--- config.mk ---
export PLATFORM = sky130hd
export DESIGN_NAME = retimer_channel_override_ctrl
export DESIGN_NICKNAME = d
export VERILOG_FILES = /design/src/rtl/retimer_ctrl_pkg.sv /design/src/rtl/retimer_channel_override_ctrl.sv /design/src/rtl/pin_sync3.sv /design/src/rtl/rate_window_checker.sv
export SDC_FILE = /design/constraint.sdc
export NUM_CORES = 1
export LEC_CHECK = 0
export ABC_AREA = 1
export BUFFER_PORTS_ARGS = -buffer_cell sky130_fd_sc_hd__buf_2
export CAP_MARGIN = 20
export CORE_ASPECT_RATIO = 0.75
export CORE_MARGIN = 1
export CORE_UTILIZATION = 30
export CTS_BUF_LIST = sky130_fd_sc_hd__clkbuf_8
export DETAILED_ROUTE_END_ITERATION = 8
export PLACE_DENSITY_LB_ADDON = 0.3
export SKIP_CTS_REPAIR_TIMING = 1
export SLEW_MARGIN = 40
export SYNTH_ARGS = -nofsm -noshare
export SYNTH_HDL_FRONTEND = slang
export SYNTH_SLANG_ARGS = --single-unit
export TNS_END_PERCENT = 100
--- constraint.sdc ---
create_clock -name clk_i -period 11.45 [get_ports clk_i]
set_clock_uncertainty 0.05 [all_clocks]
set_input_delay 1.145 -clock clk_i [delete_from_list [all_inputs] [get_ports clk_i]]
set_output_delay 1.145 -clock clk_i [all_outputs]
set_load 0.01 [all_outputs]
--- src/rtl/retimer_ctrl_pkg.sv ---
// constants and register map of the retimer channel override control
//
// What this block does
// - The programmed expected count replaces the default only while the override bit at the top of the high count register is one.
// - While that bit is one, the count tolerance is the low nibble of the delta register, an integer of at most 15, about the expected count over one thousand.
// - The rate checker counts edges of the VCO clock divided by 32 during 1024 cycles of the 25 MHz internal reference.
// - With the boost override bit set, the boost from the boost override register is applied instead of the adapted one.
// - A read-only register always returns the boost actually applied, adapted or overridden.
// - At VCO divide by 4 or 8 the boost does not adapt by default and the low-rate boost register is applied.
// - Without a detected input signal the channel and its output driver are powered down, muting the output.
// - With signal but no lock the output is muted; once locked, raw or retimed data go out as the mux bit and its override bit select.
// - Mux select one routes retimed data, the locked default; zero routes the raw equalizer output taken before retiming.
// - The mux override value is the single top bit, bit 7, of the mux control register, written by software.
// - Divider field bits 6:4 decode 0 to divide by 1, 1 to 2, 2 to 4 and 3 to 8.
package retimer_ctrl_pkg;

  localparam int unsigned ADDR_W = 8;
  localparam int unsigned DATA_W = 8;
  localparam int unsigned COUNT_W = 15;

  localparam logic [7:0] ADDR_CTLE_OVR_VALUE = 8'h03;
  localparam logic [7:0] ADDR_OVERRIDE_CTRL = 8'h09;
  localparam logic [7:0] ADDR_DIVIDER_SELECT = 8'h18;
  localparam logic [7:0] ADDR_OUTPUT_MUX_CTRL = 8'h1e;
  localparam logic [7:0] ADDR_CTLE_OVR_CTRL = 8'h2d;
  localparam logic [7:0] ADDR_LOW_RATE_CTLE = 8'h3a;
  localparam logic [7:0] ADDR_APPLIED_CTLE = 8'h52;
  localparam logic [7:0] ADDR_GROUP1_COUNT_LOW = 8'h62;
  localparam logic [7:0] ADDR_GROUP1_COUNT_HIGH = 8'h63;
  localparam logic [7:0] ADDR_COUNT_TOL = 8'h64;
  localparam logic [7:0] ADDR_CHANNEL_STATUS = 8'h70;

  localparam int unsigned BIT_DIV_OVR_EN = 2;
  localparam int unsigned BIT_MUX_OVR_EN = 5;
  localparam int unsigned BIT_CTLE_OVR_EN = 3;
  localparam int unsigned BIT_MUX_SEL = 7;
  localparam int unsigned BIT_COUNT_OVR = 7;
  localparam int unsigned DIV_FIELD_LSB = 4;
  localparam int unsigned MUX_FIELD_LSB = 5;
  localparam int unsigned TOL_G1_LSB = 0;

  localparam logic [7:0] RST_CTLE_OVR_VALUE = 8'h00;
  localparam logic [7:0] RST_OVERRIDE_CTRL = 8'h00;
  localparam logic [7:0] RST_DIVIDER_SELECT = 8'h00;
  localparam logic [7:0] RST_OUTPUT_MUX_CTRL = 8'h80;
  localparam logic [7:0] RST_CTLE_OVR_CTRL = 8'h00;
  localparam logic [7:0] RST_LOW_RATE_CTLE = 8'h00;
  localparam logic [7:0] RST_GROUP1_COUNT_LOW = 8'h90;
  localparam logic [7:0] RST_GROUP1_COUNT_HIGH = 8'h33;
  localparam logic [7:0] RST_COUNT_TOL = 8'hcd;
  localparam logic [COUNT_W-1:0] DEFAULT_GROUP1_COUNT = 15'h3390;
  localparam logic [3:0] DEFAULT_TOL = 4'hd;

  localparam longint unsigned CLK_FREQ_HZ = 250000000;
  localparam longint unsigned REF_FREQ_HZ = 25000000;
  localparam int unsigned REF_DIV_CYCLES = int'(CLK_FREQ_HZ / REF_FREQ_HZ);
  localparam int unsigned WINDOW_REF_TICKS = 1024;

  typedef enum logic [1:0] {
    DIV_BY_1 = 2'b00,
    DIV_BY_2 = 2'b01,
    DIV_BY_4 = 2'b10,
    DIV_BY_8 = 2'b11
  } div_code_e;

endpackage

--- src/rtl/retimer_channel_override_ctrl.sv ---
// channel override control: registers, boost select, divider, output mux, rate check
//
// Local design decision: the strobed register port.
`timescale 1ns/1ns
`default_nettype none
module retimer_channel_override_ctrl
  import retimer_ctrl_pkg::*;
#(
  parameter int unsigned WINDOW_TICKS = WINDOW_REF_TICKS
) (
  input wire logic clk_i,
  input wire logic reset_n_i,
  input wire logic [ADDR_W-1:0] addr_i,
  input wire logic [DATA_W-1:0] wr_data_i,
  input wire logic wr_en_i,
  input wire logic rd_en_i,
  output logic [DATA_W-1:0] rd_data_o,
  input wire logic signal_detect_i,
  input wire logic cdr_lock_i,
  input wire logic vco_div32_i,
  input wire logic [7:0] adapted_ctle_i,
  input wire logic [1:0] auto_div_code_i,
  input wire logic retimed_data_i,
  input wire logic raw_data_i,
  output logic [7:0] ctle_boost_o,
  output logic [3:0] vco_div_ratio_o,
  output logic channel_power_o,
  output logic driver_enable_o,
  output logic data_o,
  output logic retimed_sel_o,
  output logic rate_valid_o,
  output logic rate_search_step_o
);

  // software registers
  logic [7:0] ctle_boost_override_value_r;
  logic [7:0] override_ctrl_r;
  logic [7:0] divider_select_r;
  logic [7:0] output_mux_control_r;
  logic [7:0] ctle_override_ctrl_r;
  logic [7:0] low_rate_ctle_value_r;
  logic [7:0] group1_count_low_r;
  logic [7:0] group1_count_high_override_r;
  logic [7:0] count_tolerance_deltas_r;

  // synchronised pins
  logic sig_present;
  logic cdr_locked;
  logic vco_level;
  logic vco_level_d_r;
  logic vco_edge;

  // reference tick divider
  logic [7:0] ref_div_cnt_r;
  logic ref_tick_r;

  // derived selections
  logic [1:0] div_code;
  logic [3:0] div_ratio;
  logic low_rate;
  logic [7:0] ctle_nxt;
  logic mux_sel;
  logic [COUNT_W-1:0] expected_count;
  logic [3:0] count_tolerance;

  // rate checker results
  logic window_done;
  logic window_match;
  logic [COUNT_W-1:0] measured_count;
  logic [COUNT_W-1:0] measured_r;

  // read path
  logic [7:0] rd_data_nxt;

  function automatic logic [3:0] decode_ratio(input logic [1:0] code);
    logic [3:0] ratio;
    ratio = 4'h1;
    case (code)
      DIV_BY_1: ratio = 4'h1;
      DIV_BY_2: ratio = 4'h2;
      DIV_BY_4: ratio = 4'h4;
      DIV_BY_8: ratio = 4'h8;
      default: ratio = 4'h1;
    endcase
    return ratio;
  endfunction

  // pin inputs from outside the clock domain
  pin_sync3 #(
    .WIDTH(3)
  ) u_pin_sync (
    .clk_i(clk_i),
    .reset_n_i(reset_n_i),
    .pin_i({signal_detect_i, cdr_lock_i, vco_div32_i}),
    .level_o({sig_present, cdr_locked, vco_level})
  );

  always_ff @(posedge clk_i or negedge reset_n_i) begin
    if (!reset_n_i) begin
      vco_level_d_r <= 1'b0;
    end else begin
      vco_level_d_r <= vco_level;
    end
  end

  // rising edges of the synchronised vco/32 clock
  assign vco_edge = vco_level && !vco_level_d_r;

  // 25 MHz internal reference as a one-cycle enable
  // one tick every REF_DIV_CYCLES clocks
  always_ff @(posedge clk_i or negedge reset_n_i) begin
    if (!reset_n_i) begin
      ref_div_cnt_r <= '0;
      ref_tick_r <= 1'b0;
    end else if (ref_div_cnt_r == 8'(REF_DIV_CYCLES - 1)) begin
      ref_div_cnt_r <= '0;
      ref_tick_r <= 1'b1;
    end else begin
      ref_div_cnt_r <= ref_div_cnt_r + 1'b1;
      ref_tick_r <= 1'b0;
    end
  end

  // register writes, one flop group per register
  // read-only and unmapped addresses fall through
  always_ff @(posedge clk_i or negedge reset_n_i) begin
    if (!reset_n_i) begin
      ctle_boost_override_value_r <= RST_CTLE_OVR_VALUE;
    end else if (wr_en_i && (addr_i == ADDR_CTLE_OVR_VALUE)) begin
      ctle_boost_override_value_r <= wr_data_i;
    end
  end

  always_ff @(posedge clk_i or negedge reset_n_i) begin
    if (!reset_n_i) begin
      override_ctrl_r <= RST_OVERRIDE_CTRL;
    end else if (wr_en_i && (addr_i == ADDR_OVERRIDE_CTRL)) begin
      override_ctrl_r <= wr_data_i;
    end
  end

  always_ff @(posedge clk_i or negedge reset_n_i) begin
    if (!reset_n_i) begin
      divider_select_r <= RST_DIVIDER_SELECT;
    end else if (wr_en_i && (addr_i == ADDR_DIVIDER_SELECT)) begin
      divider_select_r <= wr_data_i;
    end
  end

  always_ff @(posedge clk_i or negedge reset_n_i) begin
    if (!reset_n_i) begin
      output_mux_control_r <= RST_OUTPUT_MUX_CTRL;
    end else if (wr_en_i && (addr_i == ADDR_OUTPUT_MUX_CTRL)) begin
      output_mux_control_r <= wr_data_i;
    end
  end

  always_ff @(posedge clk_i or negedge reset_n_i) begin
    if (!reset_n_i) begin
      ctle_override_ctrl_r <= RST_CTLE_OVR_CTRL;
    end else if (wr_en_i && (addr_i == ADDR_CTLE_OVR_CTRL)) begin
      ctle_override_ctrl_r <= wr_data_i;
    end
  end

  always_ff @(posedge clk_i or negedge reset_n_i) begin
    if (!reset_n_i) begin
      low_rate_ctle_value_r <= RST_LOW_RATE_CTLE;
    end else if (wr_en_i && (addr_i == ADDR_LOW_RATE_CTLE)) begin
      low_rate_ctle_value_r <= wr_data_i;
    end
  end

  always_ff @(posedge clk_i or negedge reset_n_i) begin
    if (!reset_n_i) begin
      group1_count_low_r <= RST_GROUP1_COUNT_LOW;
    end else if (wr_en_i && (addr_i == ADDR_GROUP1_COUNT_LOW)) begin
      group1_count_low_r <= wr_data_i;
    end
  end

  always_ff @(posedge clk_i or negedge reset_n_i) begin
    if (!reset_n_i) begin
      group1_count_high_override_r <= RST_GROUP1_COUNT_HIGH;
    end else if (wr_en_i && (addr_i == ADDR_GROUP1_COUNT_HIGH)) begin
      group1_count_high_override_r <= wr_data_i;
    end
  end

  always_ff @(posedge clk_i or negedge reset_n_i) begin
    if (!reset_n_i) begin
      count_tolerance_deltas_r <= RST_COUNT_TOL;
    end else if (wr_en_i && (addr_i == ADDR_COUNT_TOL)) begin
      count_tolerance_deltas_r <= wr_data_i;
    end
  end

  // divider: software field when its enable is set, else automatic choice
  always_comb begin
    if (override_ctrl_r[BIT_DIV_OVR_EN]) begin
      // field values above three are undefined, fall back to divide by 1
      if (divider_select_r[DIV_FIELD_LSB + 2]) begin
        div_code = DIV_BY_1;
      end else begin
        div_code = divider_select_r[DIV_FIELD_LSB +: 2];
      end
    end else begin
      div_code = auto_div_code_i;
    end
    div_ratio = decode_ratio(div_code);
    low_rate = (div_code == DIV_BY_4) || (div_code == DIV_BY_8);
  end

  // boost priority: override, then fixed low-rate value, then adaptation
  // low-rate choice follows the effective divider, not the field
  always_comb begin
    if (ctle_override_ctrl_r[BIT_CTLE_OVR_EN]) begin
      ctle_nxt = ctle_boost_override_value_r;
    end else if (low_rate) begin
      ctle_nxt = low_rate_ctle_value_r;
    end else begin
      ctle_nxt = adapted_ctle_i;
    end
  end

  always_ff @(posedge clk_i or negedge reset_n_i) begin
    if (!reset_n_i) begin
      ctle_boost_o <= '0;
      vco_div_ratio_o <= 4'h1;
    end else begin
      ctle_boost_o <= ctle_nxt;
      vco_div_ratio_o <= div_ratio;
    end
  end

  // output mux: retimed unless the override selects from the field top bit
  always_comb begin
    if (override_ctrl_r[BIT_MUX_OVR_EN]) begin
      mux_sel = output_mux_control_r[BIT_MUX_SEL];
    end else begin
      mux_sel = 1'b1;
    end
  end

  always_ff @(posedge clk_i or negedge reset_n_i) begin
    if (!reset_n_i) begin
      channel_power_o <= 1'b0;
      driver_enable_o <= 1'b0;
      retimed_sel_o <= 1'b1;
    end else begin
      // power and driver follow the synchronised pins
      channel_power_o <= sig_present;
      driver_enable_o <= sig_present && cdr_locked;
      retimed_sel_o <= mux_sel;
    end
  end

  always_ff @(posedge clk_i or negedge reset_n_i) begin
    if (!reset_n_i) begin
      data_o <= 1'b0;
    end else if (!sig_present) begin
      // muted output is held low
      data_o <= 1'b0;
    end else if (!cdr_locked) begin
      data_o <= 1'b0;
    end else if (mux_sel) begin
      data_o <= retimed_data_i;
    end else begin
      data_o <= raw_data_i;
    end
  end

  // expected count and tolerance for the rate check
  always_comb begin
    if (group1_count_high_override_r[BIT_COUNT_OVR]) begin
      expected_count = {group1_count_high_override_r[6:0], group1_count_low_r};
      count_tolerance = count_tolerance_deltas_r[TOL_G1_LSB +: 4];
    end else begin
      // built-in count with its own tolerance
      expected_count = DEFAULT_GROUP1_COUNT;
      count_tolerance = DEFAULT_TOL;
    end
  end

  rate_window_checker #(
    .WINDOW_TICKS(WINDOW_TICKS)
  ) u_rate_check (
    .clk_i(clk_i),
    .reset_n_i(reset_n_i),
    .ref_tick_i(ref_tick_r),
    .vco_edge_i(vco_edge),
    .expected_i(expected_count),
    .tolerance_i(count_tolerance),
    .done_o(window_done),
    .match_o(window_match),
    .measured_o(measured_count)
  );

  // verdict after each window; a miss asks for the next rate candidate
  always_ff @(posedge clk_i or negedge reset_n_i) begin
    if (!reset_n_i) begin
      rate_valid_o <= 1'b0;
      rate_search_step_o <= 1'b0;
      measured_r <= '0;
    end else begin
      rate_search_step_o <= window_done && !window_match;
      if (window_done) begin
        rate_valid_o <= window_match;
        measured_r <= measured_count;
      end
    end
  end

  // read mux
  always_comb begin
    rd_data_nxt = 8'h00;
    case (addr_i)
      ADDR_CTLE_OVR_VALUE: rd_data_nxt = ctle_boost_override_value_r;
      ADDR_OVERRIDE_CTRL: rd_data_nxt = override_ctrl_r;
      ADDR_DIVIDER_SELECT: rd_data_nxt = divider_select_r;
      ADDR_OUTPUT_MUX_CTRL: rd_data_nxt = output_mux_control_r;
      ADDR_CTLE_OVR_CTRL: rd_data_nxt = ctle_override_ctrl_r;
      ADDR_LOW_RATE_CTLE: rd_data_nxt = low_rate_ctle_value_r;
      ADDR_APPLIED_CTLE: rd_data_nxt = ctle_boost_o;
      ADDR_GROUP1_COUNT_LOW: rd_data_nxt = group1_count_low_r;
      ADDR_GROUP1_COUNT_HIGH: rd_data_nxt = group1_count_high_override_r;
      ADDR_COUNT_TOL: rd_data_nxt = count_tolerance_deltas_r;
      ADDR_CHANNEL_STATUS: rd_data_nxt = {4'h0, rate_valid_o, cdr_locked, sig_present, measured_r[0]};
      default: rd_data_nxt = 8'h00;
    endcase
  end

  // read data stands only in the cycle after the strobe
  always_ff @(posedge clk_i or negedge reset_n_i) begin
    if (!reset_n_i) begin
      rd_data_o <= 8'h00;
    end else if (rd_en_i) begin
      rd_data_o <= rd_data_nxt;
    end else begin
      rd_data_o <= 8'h00;
    end
  end

endmodule
`default_nettype wire

--- src/rtl/pin_sync3.sv ---
// three-stage pin synchroniser, output follows once stages two and three agree
`timescale 1ns/1ns
`default_nettype none
module pin_sync3 #(
  parameter int unsigned WIDTH = 1
) (
  input wire logic clk_i,
  input wire logic reset_n_i,
  input wire logic [WIDTH-1:0] pin_i,
  output logic [WIDTH-1:0] level_o
);
  logic [WIDTH-1:0] stage1_r;
  logic [WIDTH-1:0] stage2_r;
  logic [WIDTH-1:0] stage3_r;

  always_ff @(posedge clk_i or negedge reset_n_i) begin
    if (!reset_n_i) begin
      stage1_r <= '0;
      stage2_r <= '0;
      stage3_r <= '0;
      level_o <= '0;
    end else begin
      stage1_r <= pin_i;
      stage2_r <= stage1_r;
      stage3_r <= stage2_r;
      for (int i = 0; i < int'(WIDTH); i++) begin
        if (stage2_r[i] == stage3_r[i]) begin
          level_o[i] <= stage3_r[i];
        end
      end
    end
  end
endmodule
`default_nettype wire

--- src/rtl/rate_window_checker.sv ---
// counts vco/32 edges over a window of reference ticks and checks tolerance
`timescale 1ns/1ns
`default_nettype none
module rate_window_checker
  import retimer_ctrl_pkg::*;
#(
  parameter int unsigned WINDOW_TICKS = WINDOW_REF_TICKS
) (
  input wire logic clk_i,
  input wire logic reset_n_i,
  input wire logic ref_tick_i,
  input wire logic vco_edge_i,
  input wire logic [COUNT_W-1:0] expected_i,
  input wire logic [3:0] tolerance_i,
  output logic done_o,
  output logic match_o,
  output logic [COUNT_W-1:0] measured_o
);
  logic [10:0] tick_cnt_r;
  logic [COUNT_W-1:0] edge_cnt_r;
  logic [COUNT_W-1:0] edge_cnt_nxt;
  logic [COUNT_W:0] diff;
  logic window_end;

  assign window_end = ref_tick_i && (tick_cnt_r == 11'(WINDOW_TICKS - 1));
  // saturate rather than wrap on a wildly fast clock
  assign edge_cnt_nxt = (vco_edge_i && (edge_cnt_r != '1)) ? edge_cnt_r + 1'b1 : edge_cnt_r;
  assign diff = (edge_cnt_nxt >= expected_i) ? {1'b0, edge_cnt_nxt - expected_i}
                                             : {1'b0, expected_i - edge_cnt_nxt};

  always_ff @(posedge clk_i or negedge reset_n_i) begin
    if (!reset_n_i) begin
      tick_cnt_r <= '0;
    end else if (window_end) begin
      tick_cnt_r <= '0;
    end else if (ref_tick_i) begin
      tick_cnt_r <= tick_cnt_r + 1'b1;
    end
  end

  always_ff @(posedge clk_i or negedge reset_n_i) begin
    if (!reset_n_i) begin
      edge_cnt_r <= '0;
    end else if (window_end) begin
      edge_cnt_r <= '0;
    end else begin
      edge_cnt_r <= edge_cnt_nxt;
    end
  end

  always_ff @(posedge clk_i or negedge reset_n_i) begin
    if (!reset_n_i) begin
      done_o <= 1'b0;
      match_o <= 1'b0;
      measured_o <= '0;
    end else begin
      done_o <= window_end;
      if (window_end) begin
        measured_o <= edge_cnt_nxt;
        match_o <= (diff <= {12'h000, tolerance_i});
      end
    end
  end
endmodule
`default_nettype wire

== Word level (Yosys, flattened, before mapping) ==
Index checks and enable logic that the tools add are counted.

* Output and inout bits: 26
* Register bits: 150
* Logic and storage cells: 99
* Input bits: 35

* Multiplexer cells: 20
* Reductions and logical operators: 19
* Order comparisons: 2
* Add/sub/neg operators: 5
* Equality and inequality tests: 20

{| class="wikitable"
|+ Operators with widths
! kind !! number
|-
| case mux 8 bit (11 select lines) || 1
|-
| two-way mux 15 bit || 4
|-
| equality test 8 x 7 -> 1 bit (second input constant) || 5
|-
| two-way mux 8 bit || 4
|-
| subtractor 15 bit || 2
|-
| two-way mux 11 bit || 2
|-
| equality test 8 x 4 -> 1 bit (second input constant) || 2
|-
| equality test 8 x 5 -> 1 bit (second input constant) || 2
|-
| equality test 8 x 6 -> 1 bit (second input constant) || 2
|-
| <= comparator 16 x 4 -> 1 bit || 1
|-
| case mux 4 bit (4 select lines) || 1
|-
| adder 15 x 1 -> 15 bit (second input constant) || 1
|-
| greater-or-equal comparator 15 bit || 1
|-
| != test 15 bit (second input constant) || 1
|-
| logical AND 1 bit || 14
|-
| adder 11 x 1 -> 11 bit (second input constant) || 1
|-
| equality test 11 x 10 -> 1 bit (second input constant) || 1
|-
| adder 8 x 1 -> 8 bit (second input constant) || 1
|-
| equality test 8 x 2 -> 1 bit (second input constant) || 1
|-
| two-way mux 1 bit || 5
|-
| equality test 2 bit (second input constant) || 2
|-
| two-way mux 2 bit || 2
|-
| two-way mux 4 bit || 1
|-
| equality test 1 bit || 3
|-
| 5 further kinds || 6
|}

== Logic depth before layout (Yosys ltp) ==
* Depth in word-level cells: 7
* Depth in mapped cells: 36

== Modules after synthesis ==
Synthesis repeated with hierarchy kept, for this count alone.

* Cells, all modules: 1,299
* Area total of the unflattened synthesis: 9,655.5 um2

{| class="wikitable"
|+ By module, submodules not included
! module !! instances !! cells each !! area each (um2) !! sequential area each (um2)
|-
| retimer_channel_override_ctrl || 1 || 661 || 5,322.6 || 2,745.1
|-
| rate_window_checker || 1 || 614 || 3,983.8 || 1,076.0
|-
| pin_sync3 || 1 || 24 || 349.1 || 300.3
|}

== Worst setup path after synthesis ==
No wires, ideal clock.

* Path kind: register to register
* Start: register u_rate_check.edge_cnt_r[0]
* End: register u_rate_check.match_o
* Path slack: 6,853 ps
* Stages on the path, launching flop included: 32
* Data arrival time: 4,430 ps
* Cells stage by stage: dfrtp_1 ha_1 nand3_1 nor2_4 nand2_2 inv_1 nor2_1 inv_1 nor2_1 nand3_1 nor2_1 nand2_1 nor2_2 nand3_1 xor2_1 inv_1 ha_1 inv_1 o311ai_0 nor2_4 nand2_4 mux2i_1 xor2_1 inv_1 ha_1 nand4_1 a21boi_0 nor2_1 nand3_1 nor2_1 nand2_1 nand2_1

* Cells in the longest elaborated chain, start to end: 6
* Elaborated cells between the ends (all ways): 9

{| class="wikitable"
|+ RTL lines
! what !! line !! source
|-
| start, declared || rate_window_checker.sv:20 || <nowiki>logic [COUNT_W-1:0] edge_cnt_r;</nowiki>
|-
| start signal, assigned || rate_window_checker.sv:47 || <nowiki>edge_cnt_r <= edge_cnt_nxt;</nowiki>
|-
| branches (longest 2 deep; another with adder 15 x 1 -> 15 bit) || n/a ||
|-
| two-way mux 15 bit * || rate_window_checker.sv:27 || <nowiki>assign edge_cnt_nxt = (vco_edge_i && (edge_cnt_r != '1)) ? edge_cnt_r + 1'b1 : edge_cnt_r;</nowiki>
|-
| subtractor 15 bit, or another cell as far along || rate_window_checker.sv:29 || <nowiki>: {1'b0, expected_i - edge_cnt_nxt};</nowiki>
|-
| two-way mux 15 bit * || rate_window_checker.sv:28 || <nowiki>assign diff = (edge_cnt_nxt >= expected_i) ? {1'b0, edge_cnt_nxt - expected_i}</nowiki>
|-
| <= comparator 16 x 4 -> 1 bit * || rate_window_checker.sv:60 || <nowiki>match_o <= (diff <= {12'h000, tolerance_i});</nowiki>
|-
| end signal, assigned || rate_window_checker.sv:60 ||
|-
| end, declared || rate_window_checker.sv:16 || <nowiki>output logic match_o,</nowiki>
|}

Every way passes the cells marked *.
A chain may end at the register's enable or synchronous reset.

== Worst setup path in the final report ==
Same ends and word-level chain as after synthesis.

==> flow_results.org <==
** Routing
- Detailed routing inserted a total of 7120 vias.
- Max Used Layer :: met4
- After detailed routing, the number of vias per cell comes to 4.84.
- For this run, the detailed router's first-pass iteration total came to 7.
- Number of DRC markers after the initial detailed-route iteration :: 674
- Met3 wirelength from detailed routing :: 1.43 mm
- Wire length after detailed routing :: 23.6 mm
- Wire length the detailed router placed on met1 :: 13.0 mm
- Dividing the detail-routed wire length by the instance count gives 16.0 um.
- The routed design uses 8.93 mm of met2 wire.
- The detail route stage leaves a number of antenna-violating nets equal to 0.
- Drc violations :: 0

** Yosys
- Yosys warnings :: 0
- Synthesis produced a netlist with a net count of 1115.
- Synthesized cell area :: 8310 um^2
- After synthesis, flip-flops and latches occupy 45.4% of the total area.
- Most frequently used flop master after synthesis :: dfrtp_1
- Gate count of the mapped netlist :: 1041
- In this run, synthesis produced a sequential element count of 150.
- Count of cell types in the netlist :: 49
- Average footprint of a synthesized cell :: 7.98 um^2
- For this run, asynchronously set or reset flops after synthesis account for 100%.
- EDFF count, synth :: 0

** CTS
- Maximum root-to-sink buffer count :: 2
- Clk_lat worst skew :: 0.47 ns
- The H-tree generated during clock tree synthesis spans 4 levels.
- Buffers inserted during clock tree synthesis total 17.
- The clock net in this run drives a total of 150 sinks.
- Clock-pin slew was measured on the worst setup and hold paths at 0.10 ns.
- Clock tree from TritonCTS :: built
- The root buffer cell chosen for the clock tree is clkbuf_8.

** Critical path
- Slowest cell on the critical path :: ha_1
- Most common cell on crit path :: nor2_1
- Required time of the worst setup path :: 11.81 ns
- CP Data Arrival Time :: 5.74 ns
- On the worst path, the slowest cell contributes a delay of 0.49 ns.
- Launching element type of the critical path :: flip-flop
- Along the worst path, the maximum fanout reaches 9.
- Critical Path Sink Type :: flip-flop
- WS Path Type :: reg -> reg

** Floorplan
- After floorplanning, the core was divided into 52 placement rows.
- Measured along the x axis, the die boundary spans 194 um.
- Top Ports :: 61
- Area enclosed by the die boundary :: 28400 um^2
- DIE HEIGHT :: 146 um
- Starting density of the core :: 30.7%
- Total core area :: 27100 um^2

** STA
- Number of setup violations in the final report :: 0
- Max-slew violation total from the final report :: 0
- Least-Margin Pin Slew :: 0.730 ns
- The routed design could run at a clock period as short as 5.38 ns.
- On the final layout, the worst hold slack is 0.303 ns.
- Achievable frequency :: 186 MHz
- Period utilisation layout :: 47.0%
- Number of endpoints with negative hold slack in the final report :: 0
- Setup repair after global routing left no endpoint under its margin.
- Slew Limit Headroom :: 50.9%
- Adding up every negative setup slack in the final design gives 0 ns.

** Finish
- Cells with a size suffix above 1 make up 12.7% of the layout.
- Final #Nets :: 1180
- 0 antenna diodes ended up in the layout.
- In the layout the commonest cells are nand2_1 (235), inv_1 (164), dfrtp_1 (136).
- The area growth from synthesis to layout is 13.3%.
- The library cell used most frequently in the layout, excluding fill and tap cells, is nand2_1.
- The finished cells cover 9420 um^2.
- The finished layout holds 1470 standard cells, fillers aside.

** Status
- Result of the run :: finished clean

** Global routing
- Pin count of the biggest net entering global routing :: 87
- The number of global-route vias before repair came to 6640.
- Global-route total usage across every layer :: 17.1%
- The first global-routing pass estimated 37.3 mm of wire.
- Overflow after GRT :: 0
- Number of antenna violations at the first check in global routing :: 0

** Placed design
- Routability congestion estimate :: 0.915
- After detailed placement, the design holds a cell count of 1438.
- Standard cell area after detailed placement :: 9000 um^2
- Input and output buffers added on the ports amount to 60.
- HPWL after detailed placement :: 18.3 mm

** Pwr
- Total power for the finished layout comes to 1330 uW.
- Power density normalized to cell area :: 142 nW/um^2
- For this design the static power due to leakage is 0.00475 uW.
- IR analysis of the VDD net gives a maximum drop of 0.0000716 V.

** Worst hold path
- Class of the tightest hold or removal check :: reg -> reg

** Job
- The tool flagged a number of max-cap violations equal to 0.
-- synth_stat cells, drive strengths merged, types with 3 or more instances --
| cell type | instances | area, um^2 |
|---|---|---|
| nor3b | 3 | 22.5 |
| buf | 7 | 55.1 |
| inv | 167 | 627 |
| xor2 | 25 | 219 |
| dfrtp | 136 | 3400 |
| o21ai | 106 | 531 |
| a21oi | 39 | 195 |
| nor3 | 13 | 70.1 |
| a22o | 3 | 26.3 |
| ha | 37 | 463 |
| nor2 | 103 | 409 |
| clkinv | 4 | 15.0 |
| clkbuf | 12 | 45.0 |
| nand3 | 49 | 278 |
| a221oi | 18 | 158 |
| a31oi | 10 | 62.6 |
| nand4 | 14 | 93.8 |
| maj3 | 3 | 30.0 |
| dfstp | 14 | 368 |
| nand2 | 246 | 966 |
| nor4 | 7 | 50.1 |
| o21a | 6 | 45.0 |
-- critical path, delay by kind of cell (launching register included) --
family	cells	cell delay, ns
and+or+nand+nor	18	2.13
adders and majority gates	3	1.03
buffers and inverters	4	0.30
AOI/OAI and AO/OA	4	0.72
xor gates and xnor gates	2	0.42
DFF	1	0.42
muxes	1	0.26
-- report_power, final --
part | internal, uW | leakage [uW] | switching, uW
Combinational | 107 | 0.00265 | 213
Clock | 199 | 0.000195 | 230
Sequential | 563 | 0.00190 | 22.3
-- state kept, by name, indices dropped and copies added, names as in the netlist, 3 cells and up --
register,count
group1_count_high_override_r,8
ctle_override_ctrl_r,8
u_pin_sync.stage1_r,3
rd_data_o,8
override_ctrl_r,8
ctle_boost_o,8
output_mux_control_r,8
divider_select_r,8
count_tolerance_deltas_r,8
group1_count_low_r,8
u_rate_check.edge_cnt_r,15
vco_div_ratio_o,4
low_rate_ctle_value_r,8
u_pin_sync.level_o,3
u_pin_sync.stage2_r,3
ctle_boost_override_value_r,8
u_pin_sync.stage3_r,3
ref_div_cnt_r,8
u_rate_check.tick_cnt_r,11
-- through the flow --
| step | util, % | worst slack, ns |
|---|---|---|
| floorplan | - | 6.85 |
| global placement | 33.2 | 6.29 |
| detailed placement | 33.3 | 6.08 |
| CTS | 34.8 | 6.00 |
| global route | 34.8 | 5.43 |
| finish | 34.8 | 6.07 |
-- per-layer routing --
metal / track usage, % / up-vias
met5: 0 / -
met4: 4.17 / 0
met1: 27.8 / 3414
met3: 4.04 / 18
met2: 21.6 / 198
li1: - / 3490
-- kinds of logic after synthesis --
group	synth area share, %
simple gates	22.9
compound gates	13.3
buf+inv	8.93
flops	45.4
fa+ha+maj	6.41
xor+xnor	2.85
mux	0.241
-- final timing paths --
kind	startpoint	end	slack, ns	cells past startpoint
worst max-delay path	u_rate_check.edge_cnt_r[0]	u_rate_check.match_o	6.07	32
worst min-delay path	u_pin_sync.stage1_r[0]	u_pin_sync.stage2_r[0]	0.30	0
worst max register to register	u_rate_check.edge_cnt_r[0]	u_rate_check.match_o	6.07	32
worst min register to register	u_pin_sync.stage1_r[0]	u_pin_sync.stage2_r[0]	0.30	0
max in group asynchronous	reset_n_i	u_pin_sync.level_o[2]	9.63	2
min in group asynchronous	reset_n_i	ctle_boost_o[3]	0.66	1
-- layout make-up --
| cell class | count | area [um^2] |
|---|---|---|
| inverters | 171 | 642 |
| flip-flops and latches | 150 | 3770 |
| well taps | 351 | 439 |
| fillers | 2888 | 17600 |
| clock buffers | 17 | 234 |
| multi-input cells | 701 | 3810 |
| repair buffers | 65 | 350 |
| clock inverters | 15 | 170 |
(Power assumes the default switching activity.)
